File: config.mk
export PLATFORM = sky130hd
export DESIGN_NAME = ppreg_top
export DESIGN_NICKNAME = d
export VERILOG_FILES = /design/src/rtl/ppreg_pkg.sv /design/src/rtl/ppreg_epp_if.sv /design/src/rtl/ppreg_epp_engine.sv /design/src/rtl/ppreg_top.sv
export SDC_FILE = /design/constraint.sdc
export NUM_CORES = 1
export LEC_CHECK = 0
export BUFFER_PORTS_ARGS = -buffer_cell sky130_fd_sc_hd__buf_2
export CAP_MARGIN = 15
export CORE_MARGIN = 2
export CORE_UTILIZATION = 60
export DETAILED_ROUTE_END_ITERATION = 7
export PLACE_DENSITY = 0.84
export SYNTH_ARGS = -nofsm -noshare
export SYNTH_HDL_FRONTEND = slang
export SYNTH_SLANG_ARGS = --single-unit
export TNS_END_PERCENT = 50
File: constraint.sdc
create_clock -name core_clk -period 4.5 [get_ports core_clk]
set_clock_uncertainty 0.1 [all_clocks]
set_input_delay 0.9 -clock core_clk [delete_from_list [all_inputs] [get_ports core_clk]]
set_output_delay 0.9 -clock core_clk [all_outputs]
set_load 0.05 [all_outputs]
File: src/rtl/ppreg_pkg.sv
// Constants and types of the parallel port register block.
// Assumes one 50 MHz core clock for every user.
package ppreg_pkg;

    // Register offsets within the eight-byte window
    localparam logic [2:0] OFS_DATA    = 3'h0;
    localparam logic [2:0] OFS_STATUS  = 3'h1;
    localparam logic [2:0] OFS_CONTROL = 3'h2;
    localparam logic [2:0] OFS_EADDR   = 3'h3;
    localparam logic [2:0] OFS_EDATA0  = 3'h4;
    localparam logic [2:0] OFS_EDATA3  = 3'h7;

    // Status bit positions
    localparam int ST_CYCLE_TIMEOUT_FLAG = 0;
    localparam int ST_FAULT = 3;
    localparam int ST_ONLINE_STATUS_INPUT  = 4;
    localparam int ST_PAPER = 5;
    localparam int ST_ACK   = 6;
    localparam int ST_READY = 7;

    // Control bit positions
    localparam int CT_STROBE = 0;
    localparam int CT_LFEED  = 1;
    localparam int CT_INIT   = 2;
    localparam int CT_SELIN  = 3;
    localparam int CT_INTERRUPT_REQUEST_ENABLE_BIT   = 4;
    localparam int CT_DIR    = 5;
    localparam int CT_WIDTH  = 6;

    // Reset values
    localparam logic [7:0]          DATA_RST = 8'h00;
    localparam logic [CT_WIDTH-1:0] CTL_RST  = 6'h00;
    localparam logic [7:0]          ZERO_BYTE = 8'h00;

    // Operating modes from the configuration block
    typedef enum logic [1:0] {
        PPREG_MODE_PRINTER = 2'h0,
        PPREG_MODE_BIDIR   = 2'h1,
        PPREG_MODE_ENH     = 2'h2
    } ppreg_mode_t;

    // Enhanced transfer timeout
    localparam int CLK_PERIOD_NS = 20;
    localparam int TMO_NS        = 10000;
    localparam int TMO_CYCLES    = TMO_NS / CLK_PERIOD_NS;
    localparam int TMO_CW        = 10;

    // Transfer engine states, one bit changes per step except TERM back to IDLE
    typedef enum logic [1:0] {
        PPREG_ST_IDLE = 2'b00,
        PPREG_ST_STRB = 2'b01,
        PPREG_ST_TERM = 2'b11
    } ppreg_state_t;

endpackage : ppreg_pkg

File: src/rtl/ppreg_epp_if.sv
// Interface between the register block and its enhanced transfer engine.
// Assumes both ends run on the same clock and reset.
`timescale 1ns/1ps
`default_nettype none
interface ppreg_epp_if;
    logic       start;     // One-cycle request to run a transfer
    logic       is_addr;   // Address cycle rather than data cycle
    logic       is_write;  // Write cycle (already gated by direction bit)
    logic       done;      // One-cycle pulse at the end of a transfer
    logic       timeout;   // Qualifies done: transfer was aborted
    logic [7:0] rdata;     // Byte captured at strobe release
    logic       active;    // A transfer owns the link
    logic       dstb;      // Data strobe asserted
    logic       astb;      // Address strobe asserted

    modport regs   (output start, is_addr, is_write, input done, timeout, rdata, active, dstb, astb);
    modport engine (input start, is_addr, is_write, output done, timeout, rdata, active, dstb, astb);
endinterface : ppreg_epp_if
`default_nettype wire

File: src/rtl/ppreg_epp_engine.sv
// Enhanced-mode strobe/wait transfer engine with the 10 us watchdog.
// Assumes the wait input is synchronous to core_clk.
`timescale 1ns/1ps
`default_nettype none
module ppreg_epp_engine
    import ppreg_pkg::*;
(
    input  wire logic       core_clk,
    input  wire logic       rstn,
    ppreg_epp_if.engine     epp,
    input  wire logic       peripheral_wait_low,
    input  wire logic [7:0] pd_in
);
    ppreg_state_t      state_r, state_nxt;   // Sequencer state
    logic [TMO_CW-1:0] cnt_r, cnt_nxt;       // Watchdog count
    logic              addr_r, addr_nxt;     // Address cycle latched
    logic [7:0]        rdat_r, rdat_nxt;     // Captured peripheral byte
    logic              done_r, done_nxt;     // Completion pulse
    logic              tmo_r, tmo_nxt;       // Abort indication

    // Next-state logic: strobe until wait releases or the watchdog fires
    always_comb
    begin
        state_nxt = state_r;
        cnt_nxt   = cnt_r;
        addr_nxt  = addr_r;
        rdat_nxt  = rdat_r;
        done_nxt  = 1'b0;
        tmo_nxt   = tmo_r;
        case (state_r)
            PPREG_ST_IDLE:
            begin
                if (epp.start)
                begin
                    state_nxt = PPREG_ST_STRB;
                    cnt_nxt   = '0;
                    addr_nxt  = epp.is_addr;
                    tmo_nxt   = 1'b0;
                end
            end
            PPREG_ST_STRB:
            begin
                // Peripheral ready: drop strobe and latch the bus
                if (peripheral_wait_low)
                begin
                    state_nxt = PPREG_ST_TERM;
                    rdat_nxt  = pd_in;
                end
                // Watchdog expiry aborts so the host never locks up
                else if (cnt_r == TMO_CW'(TMO_CYCLES - 1))
                begin
                    state_nxt = PPREG_ST_TERM;
                    tmo_nxt   = 1'b1;
                    rdat_nxt  = ZERO_BYTE;
                end
                else
                begin
                    cnt_nxt = cnt_r + TMO_CW'(1);
                end
            end
            PPREG_ST_TERM:
            begin
                // Strobe already released; report back to the host side
                state_nxt = PPREG_ST_IDLE;
                done_nxt  = 1'b1;
            end
            default:
            begin
                state_nxt = PPREG_ST_IDLE;
            end
        endcase
    end

    // State registers
    always_ff @(posedge core_clk or negedge rstn)
    begin
        if (!rstn)
        begin
            state_r <= PPREG_ST_IDLE;
            cnt_r   <= '0;
            addr_r  <= 1'b0;
            rdat_r  <= ZERO_BYTE;
            done_r  <= 1'b0;
            tmo_r   <= 1'b0;
        end
        else
        begin
            state_r <= state_nxt;
            cnt_r   <= cnt_nxt;
            addr_r  <= addr_nxt;
            rdat_r  <= rdat_nxt;
            done_r  <= done_nxt;
            tmo_r   <= tmo_nxt;
        end
    end

    // Outputs toward the register block
    assign epp.done    = done_r;
    assign epp.timeout = tmo_r;
    assign epp.rdata   = rdat_r;
    assign epp.active  = (state_r != PPREG_ST_IDLE);
    assign epp.dstb    = (state_r == PPREG_ST_STRB) && !addr_r;
    assign epp.astb    = (state_r == PPREG_ST_STRB) && addr_r;

endmodule : ppreg_epp_engine
`default_nettype wire

File: src/rtl/ppreg_top.sv
// Host register block of a printer port with bidirectional and enhanced modes.
// Assumes a host I/O port with a one-cycle request pulse, synchronous pins,
// and static configuration inputs.
`timescale 1ns/1ps
`default_nettype none
// Contract
// - Data write latches byte onto lines; reset zero
// - Standard data read returns live line levels
// - Status held stable during host read
// - Timeout bit set after 10 us cycle
// - Timeout clears on read or write-one
// - Reset clears timeout flag always
// - Status bits 1,2 read zero
// - Status 3..6 mirror fault/select/paper/ack inputs
// - Status bit 7 is inverted busy
// - Control bits 6,7 fixed zero; reset 0..5
// - Control bits 0,1,3 inverted to pins
// - Control bit 2 drives initialise directly
// - Enabled ack rising edge raises interrupt
// - Direction bit ignored in printer mode
// - Offset 3 write runs address write cycle; with direction bit set it runs an address read cycle
// - Offset 3 read captures at strobe release
// - Offsets 4-7 write run data write; with direction bit set they run a data read cycle
// - Offsets 4-7 read capture at strobe release
// - Enhanced offsets only in enhanced mode
// - Timed-out cycle aborts, flag reports it
// - Wait states until peripheral releases wait
module ppreg_top
    import ppreg_pkg::*;
(
    input  wire logic              core_clk,
    input  wire logic              rstn,
    input  wire ppreg_pkg::ppreg_mode_t cfg_mode,
    input  wire logic              cfg_timeout_clear_sel,
    input  wire logic              io_req,
    input  wire logic              io_write,
    input  wire logic [2:0]        io_addr,
    input  wire logic [7:0]        io_wdata,
    output logic      [7:0]        io_rdata,
    output logic                   io_ready,
    input  wire logic [7:0]        pd_in,
    output logic      [7:0]        pd_out,
    output logic                   pd_oe,
    input  wire logic              fault_input_low,
    input  wire logic              online_status_input,
    input  wire logic              paper_out_input,
    input  wire logic              acknowledge_input_low,
    input  wire logic              busy_wait_input,
    output logic                   data_strobe_output_low,
    output logic                   line_feed_output_low,
    output logic                   initialise_output,
    output logic                   select_in_output_low,
    output logic                   port_irq
);
    import ppreg_pkg::*;

    ppreg_epp_if epp ();                       // Link to the transfer engine

    logic [7:0]          data_r, data_nxt;     // Output data latch
    logic [CT_WIDTH-1:0] ctl_r, ctl_nxt;       // Control bits 0..5 only
    logic [7:0]          eaddr_r, eaddr_nxt;   // Enhanced address register
    logic [7:0]          ewr_r, ewr_nxt;       // Byte held for a data write
    logic                tmo_r, tmo_nxt;       // Cycle timeout flag
    logic                busy_r, busy_nxt;     // Host waiting on engine
    logic                rd_r, rd_nxt;         // Pending transfer is a read
    logic                start_r, start_nxt;   // Engine start pulse
    logic                addr_c_r, addr_c_nxt; // Pending transfer is address
    logic                wr_c_r, wr_c_nxt;     // Pending transfer writes
    logic                stat_rd_r, stat_rd_nxt; // Answer closes a status read
    logic [7:0]          rdat_r, rdat_nxt;     // Held read answer
    logic                rdy_r, rdy_nxt;       // Answer pulse
    logic                ack_q_r;              // Previous acknowledge level
    logic                irq_r, irq_nxt;       // Interrupt pulse
    logic [7:0]          status_w;             // Live status assembly
    logic                enh_mode;             // Enhanced offsets usable
    logic                enh_ofs;              // Request targets offsets 3..7

    // Transfer engine
    ppreg_epp_engine u_engine (
        .core_clk            (core_clk),
        .rstn                (rstn),
        .epp                 (epp.engine),
        .peripheral_wait_low (busy_wait_input),
        .pd_in               (pd_in)
    );

    assign enh_mode = (cfg_mode == PPREG_MODE_ENH);
    assign enh_ofs  = (io_addr >= OFS_EADDR);

    // Status byte built from the pins each time it is sampled
    always_comb
    begin
        status_w           = ZERO_BYTE;              // Bits 1,2 stay low
        status_w[ST_CYCLE_TIMEOUT_FLAG] = tmo_r;
        status_w[ST_FAULT] = fault_input_low;
        status_w[ST_ONLINE_STATUS_INPUT]  = online_status_input;
        status_w[ST_PAPER] = paper_out_input;
        status_w[ST_ACK]   = acknowledge_input_low;
        status_w[ST_READY] = ~busy_wait_input;
    end

    // Host access decode, register updates and answer timing
    always_comb
    begin
        data_nxt    = data_r;
        ctl_nxt     = ctl_r;
        eaddr_nxt   = eaddr_r;
        ewr_nxt     = ewr_r;
        tmo_nxt     = tmo_r;
        busy_nxt    = busy_r;
        rd_nxt      = rd_r;
        start_nxt   = 1'b0;
        addr_c_nxt  = addr_c_r;
        wr_c_nxt    = wr_c_r;
        stat_rd_nxt = 1'b0;
        rdat_nxt    = rdat_r;
        rdy_nxt     = 1'b0;
        irq_nxt     = 1'b0;

        // Status-read clear takes effect as the read answer leaves
        if (stat_rd_r && !cfg_timeout_clear_sel)
        begin
            tmo_nxt = 1'b0;
        end

        if (io_req && !busy_r)
        begin
            if (enh_ofs && enh_mode)
            begin
                // Start a transfer; host is held in wait states
                busy_nxt   = 1'b1;
                start_nxt  = 1'b1;
                rd_nxt     = !io_write;
                addr_c_nxt = (io_addr == OFS_EADDR);
                // Direction bit set forces a read on the link
                wr_c_nxt   = io_write && !ctl_r[CT_DIR];
                if (io_write && io_addr == OFS_EADDR)
                begin
                    eaddr_nxt = io_wdata;
                end
                else if (io_write)
                begin
                    ewr_nxt = io_wdata;
                end
            end
            else
            begin
                rdy_nxt = 1'b1;
                if (enh_ofs)
                begin
                    // Not enhanced mode: ignored writes, zero reads
                    rdat_nxt = io_write ? rdat_r : ZERO_BYTE;
                end
                else if (io_write)
                begin
                    case (io_addr)
                        OFS_DATA:    data_nxt = io_wdata;
                        OFS_CONTROL: ctl_nxt  = io_wdata[CT_WIDTH-1:0]; // Bits 6,7 dropped
                        OFS_STATUS:
                        begin
                            if (cfg_timeout_clear_sel && io_wdata[ST_CYCLE_TIMEOUT_FLAG])
                            begin
                                tmo_nxt = 1'b0;
                            end
                        end
                        default:     data_nxt = data_r;
                    endcase
                end
                else
                begin
                    case (io_addr)
                        OFS_DATA:    rdat_nxt = pd_in;                  // Live lines
                        OFS_STATUS:
                        begin
                            rdat_nxt    = status_w;                     // Frozen for the read
                            stat_rd_nxt = 1'b1;
                        end
                        OFS_CONTROL: rdat_nxt = {2'b00, ctl_r};
                        default:     rdat_nxt = ZERO_BYTE;
                    endcase
                end
            end
        end

        // Transfer finished or aborted: release the host
        if (busy_r && epp.done)
        begin
            busy_nxt = 1'b0;
            rdy_nxt  = 1'b1;
            if (rd_r)
            begin
                rdat_nxt = epp.rdata;
            end
            if (epp.timeout)
            begin
                tmo_nxt = 1'b1;                           // Set beats clear
            end
        end

        // Interrupt on a rising acknowledge while enabled
        if (ctl_r[CT_INTERRUPT_REQUEST_ENABLE_BIT] && acknowledge_input_low && !ack_q_r)
        begin
            irq_nxt = 1'b1;
        end
    end

    // Register bank; reset clears data, address, control 0..5 and timeout
    always_ff @(posedge core_clk or negedge rstn)
    begin
        if (!rstn)
        begin
            data_r    <= DATA_RST;
            ctl_r     <= CTL_RST;
            eaddr_r   <= DATA_RST;
            ewr_r     <= DATA_RST;
            tmo_r     <= 1'b0;
            busy_r    <= 1'b0;
            rd_r      <= 1'b0;
            start_r   <= 1'b0;
            addr_c_r  <= 1'b0;
            wr_c_r    <= 1'b0;
            stat_rd_r <= 1'b0;
            rdat_r    <= ZERO_BYTE;
            rdy_r     <= 1'b0;
            ack_q_r   <= 1'b1;     // Idle pin level, so no false edge after reset
            irq_r     <= 1'b0;
        end
        else
        begin
            data_r    <= data_nxt;
            ctl_r     <= ctl_nxt;
            eaddr_r   <= eaddr_nxt;
            ewr_r     <= ewr_nxt;
            tmo_r     <= tmo_nxt;
            busy_r    <= busy_nxt;
            rd_r      <= rd_nxt;
            start_r   <= start_nxt;
            addr_c_r  <= addr_c_nxt;
            wr_c_r    <= wr_c_nxt;
            stat_rd_r <= stat_rd_nxt;
            rdat_r    <= rdat_nxt;
            rdy_r     <= rdy_nxt;
            ack_q_r   <= acknowledge_input_low;
            irq_r     <= irq_nxt;
        end
    end

    // Engine request fields
    assign epp.start    = start_r;
    assign epp.is_addr  = addr_c_r;
    assign epp.is_write = wr_c_r;

    // Data lines: transfer byte while a write transfer owns the link
    always_comb
    begin
        if (epp.active && wr_c_r)
        begin
            pd_out = addr_c_r ? eaddr_r : ewr_r;         // Held whole cycle
            pd_oe  = 1'b1;
        end
        else if (epp.active)
        begin
            pd_out = data_r;
            pd_oe  = 1'b0;                               // Read transfer listens
        end
        else
        begin
            pd_out = data_r;
            // Printer mode always drives; others follow direction
            pd_oe  = (cfg_mode == PPREG_MODE_PRINTER) || !ctl_r[CT_DIR];
        end
    end

    // Control pins; during a transfer strobes and write indicator take over
    assign data_strobe_output_low = epp.active ? !wr_c_r : !ctl_r[CT_STROBE];
    assign line_feed_output_low   = epp.dstb ? 1'b0 : !ctl_r[CT_LFEED];
    assign initialise_output      = ctl_r[CT_INIT];
    assign select_in_output_low   = epp.astb ? 1'b0 : !ctl_r[CT_SELIN];

    assign io_rdata = rdat_r;
    assign io_ready = rdy_r;
    assign port_irq = irq_r;

endmodule : ppreg_top
`default_nettype wire

==> impl_metrics.ini <==
[outcome]
status = finished, final reports clean

[die]
num_io_pins = 54
initial_core_util = 0.627
die_width_microns = 77.5
fp.dieArea_sq_um = 6010
rows = 26
die_y_microns = 77.5
core_sq_um = 5170

[final_layout]
final_cell_mix = dfrtp_1, buf_2, mux2_2, nand2_1, nor2_1
instances_no_fill = 415
insertedDiodeCount = 0
final_nets = 372
drive_gt1_frac = 0.313
design_area_sq_um = 3800
syn2layout_area_growth_pct = 17.4
final_common_cell = dfrtp_1

[yosys]
synth_top_family_by_area = multiplexers
yosys_warnings = 0
seq_area_frac_synth = 0.548
ys_async_sr_fraction = 1.00
synth.distinct_cells = 43
syn_nets = 314
synth_fa_ha_area_frac = 0.00386
synth_compound_gate_area_share = 0.103
synth-simple-area-share = 0.144
synth-edff-count = 0
synthCells = 282
ys_seq_elements = 71
synth-xor-area-share = 0.0162
yosys_most_used_dff = dfrtp_1
avgSynthCellArea_sq_um = 11.5
synth_mux_area_frac = 0.164
syn_area_sq_um = 3240

[sta]
fin_crit_ns = 2.65
max_freq_ghz = 0.378
worst_pin_slew_ns = 1.02
max_slew_margin = 0.310
rsz0062_at_grt = no
setup_ws_ns = 1.85
tns_ns = 0
period_share = 0.588
final-hold-violation-count = 0
slew_viol_final = 0
finalSetupViolations = 0

[worst_setup_path]
r2r_setup_slack_ns = 2.31
crit_chain = o21ai_1 -> buf_4 -> a21boi_0 -> buf_2
cp_max_fo = 18
crit_type = reg -> out
slowest_delay_ns = 0.46
required_ns = 3.50
cp-start-kind = register
cp_slowest_cell = dfrtp_1
end_kind = output pin
worstPathArrival_ns = 1.65

[detailed_routing]
vias = 2400
wirelength_mm = 7.07
post-route-drc-count = 0
post_drt_wl_per_cell_microns = 17.0
vias_per_cell = 5.78
dr.pass1.iters = 4
drtIter0Drc = 200
ant_nets = 0

[place]
dp_slack_ns = 1.66
place_area_sq_um = 3570
routabilityCongestion = 0.846
dp.cells = 398
portBuffers = 53
dp_hpwl_mm = 4.92

[clocking]
cts_resized = 0
postCtsSetupBuffers = 0
cts-root-buf = clkbuf_8
cts_hold_buf = 0
numCtsBuffers = 9
path_clk_slew_ns = 0.07
clock_latency_ns = 0.34
clock-sinks = 71
cts_max_level = 3
clockBufferDepth = 2
cts_tree = yes

[pwr]
leakage_nw = 1.89
pwr-share-seq = 0.511
power_frac_clock = 0.445
power_density_nw_per_um2 = 329
swShare = 0.211
switchingPower_w = 0.000264
power.internal_w = 0.000989
power_frac_comb = 0.044
fin_total_pwr_w = 0.00125
ir_drop_mv = 0.268

[grt]
track_usage = 0.252
grt_pass1_wl_mm = 11.4
use_met2 = 0.395
grt_max_degree = 39
grt-ovfl-total = 0
grt_pass1_vias = 2330
met3_usage = 0.0663
antenna_found_initial = 0
grt_most_used_layer = met2
use_met1 = 0.331

[flow_run]
drv_cap = 0

[min_path]
holdCritPathClass = reg -> reg
-- per-stage QoR --
| stage | hold slack [ns] | utilization |
|---|---|---|
| after floorplan | 0.357 | - |
| after global placement | 0.362 | 0.690 |
| after detailed placement | 0.379 | 0.690 |
| after CTS | 0.397 | 0.734 |
| after global routing | 0.402 | 0.736 |
| final | 0.389 | 0.736 |
-- synthesized netlist by cell type (2+ instances only) --
library cell / number / area, sq um
o22ai_1: 2 / 12.5
a221o_1: 6 / 60.1
and2_1: 7 / 43.8
buf_2: 2 / 10.0
and4_1: 2 / 17.5
and3_1: 2 / 12.5
nor4b_1: 2 / 17.5
o21ai_0: 20 / 100
a22o_1: 8 / 70.1
nand3_1: 6 / 30.0
nand2_1: 28 / 105
buf_1: 2 / 7.51
nor3_1: 2 / 10.0
nor4_1: 2 / 12.5
mux2i_1: 17 / 170
clkbuf_1: 4 / 15.0
o21ai_1: 2 / 10.0
xor2_1: 4 / 35.0
nor2_1: 21 / 78.8
dfrtp_1: 70 / 1750
inv_1: 8 / 30.0
a221oi_1: 2 / 17.5
a21oi_1: 6 / 30.0
nor2b_1: 4 / 25.0
mux2_2: 32 / 360
nor3b_1: 3 / 22.5
xnor2_1: 2 / 17.5
-- power by group through the flow --
stage	clock, W	combinational [W]	sequential [W]
6_report	0.000557	0.0000556	0.000641
3_5_place_dp	0	0.0000555	0.000653
2_1_floorplan	0	0.0000166	0.000657
4_1_cts	0.000564	0.0000561	0.000641
5_1_grt	0.000595	0.0000614	0.000640
3_3_place_gp	0	0.0000547	0.000653
-- area by class of cell --
type / count / area, sq um
Sequential cell: 71 / 1780
Clock inverter: 2 / 35.0
Fill cell: 343 / 1370
Clock buffer: 14 / 193
Multi-Input combinational cell: 194 / 1390
Tap cell: 70 / 87.6
Timing Repair Buffer: 56 / 288
Inverter: 8 / 30.0
-- sequential cells by signal, indices dropped and copies added, names as in the netlist, 2 cells and up --
| signal | count |
|---|---|
| u_engine.cnt_r | 10 |
| data_r | 8 |
| eaddr_r | 8 |
| ewr_r | 8 |
| io_rdata | 8 |
| u_engine.epp.rdata | 8 |
| ctl_r | 6 |
| u_engine.state_r | 2 |
-- logic make-up after synthesis --
| group | after synthesis |
|---|---|
| AO/OA/AOI/OAI | 50 |
| multiplexers | 49 |
| buffers and inverters | 17 |
| AND/OR/NAND/NOR | 88 |
| adder cells (fa/ha/maj) | 1 |
| flip-flops | 71 |
| XOR/XNOR | 6 |
-- layer usage --
| metal | up-vias | routed length [microns] |
|---|---|---|
| li1 | 1127 | - |
| met1 | 1179 | 3150 |
| met2 | 79 | 3380 |
| met3 | 15 | 377 |
| met4 | 0 | 160 |
| met5 | - | 0 |
-- worst paths after layout --
kind / to / cells past startpoint / start
max in group asynchronous: ewr_r[4] / 2 / rstn
hold reg to reg: port_irq / 1 / ack_q_r
min in group asynchronous: u_engine.cnt_r[5] / 1 / rstn
setup / recovery: data_strobe_output_low / 4 / u_engine.state_r[0]
setup reg to reg: u_engine.epp.rdata[2] / 5 / u_engine.cnt_r[0]
hold / removal: port_irq / 1 / ack_q_r
-- worst max-delay path, delay by kind of cell (launching register included) --
kind	cells	cell delay (ns)
flops	1	0.46
compound gates	2	0.34
buf+inv	2	0.50
No activity file was read; power rests on OpenSTA's default activity.
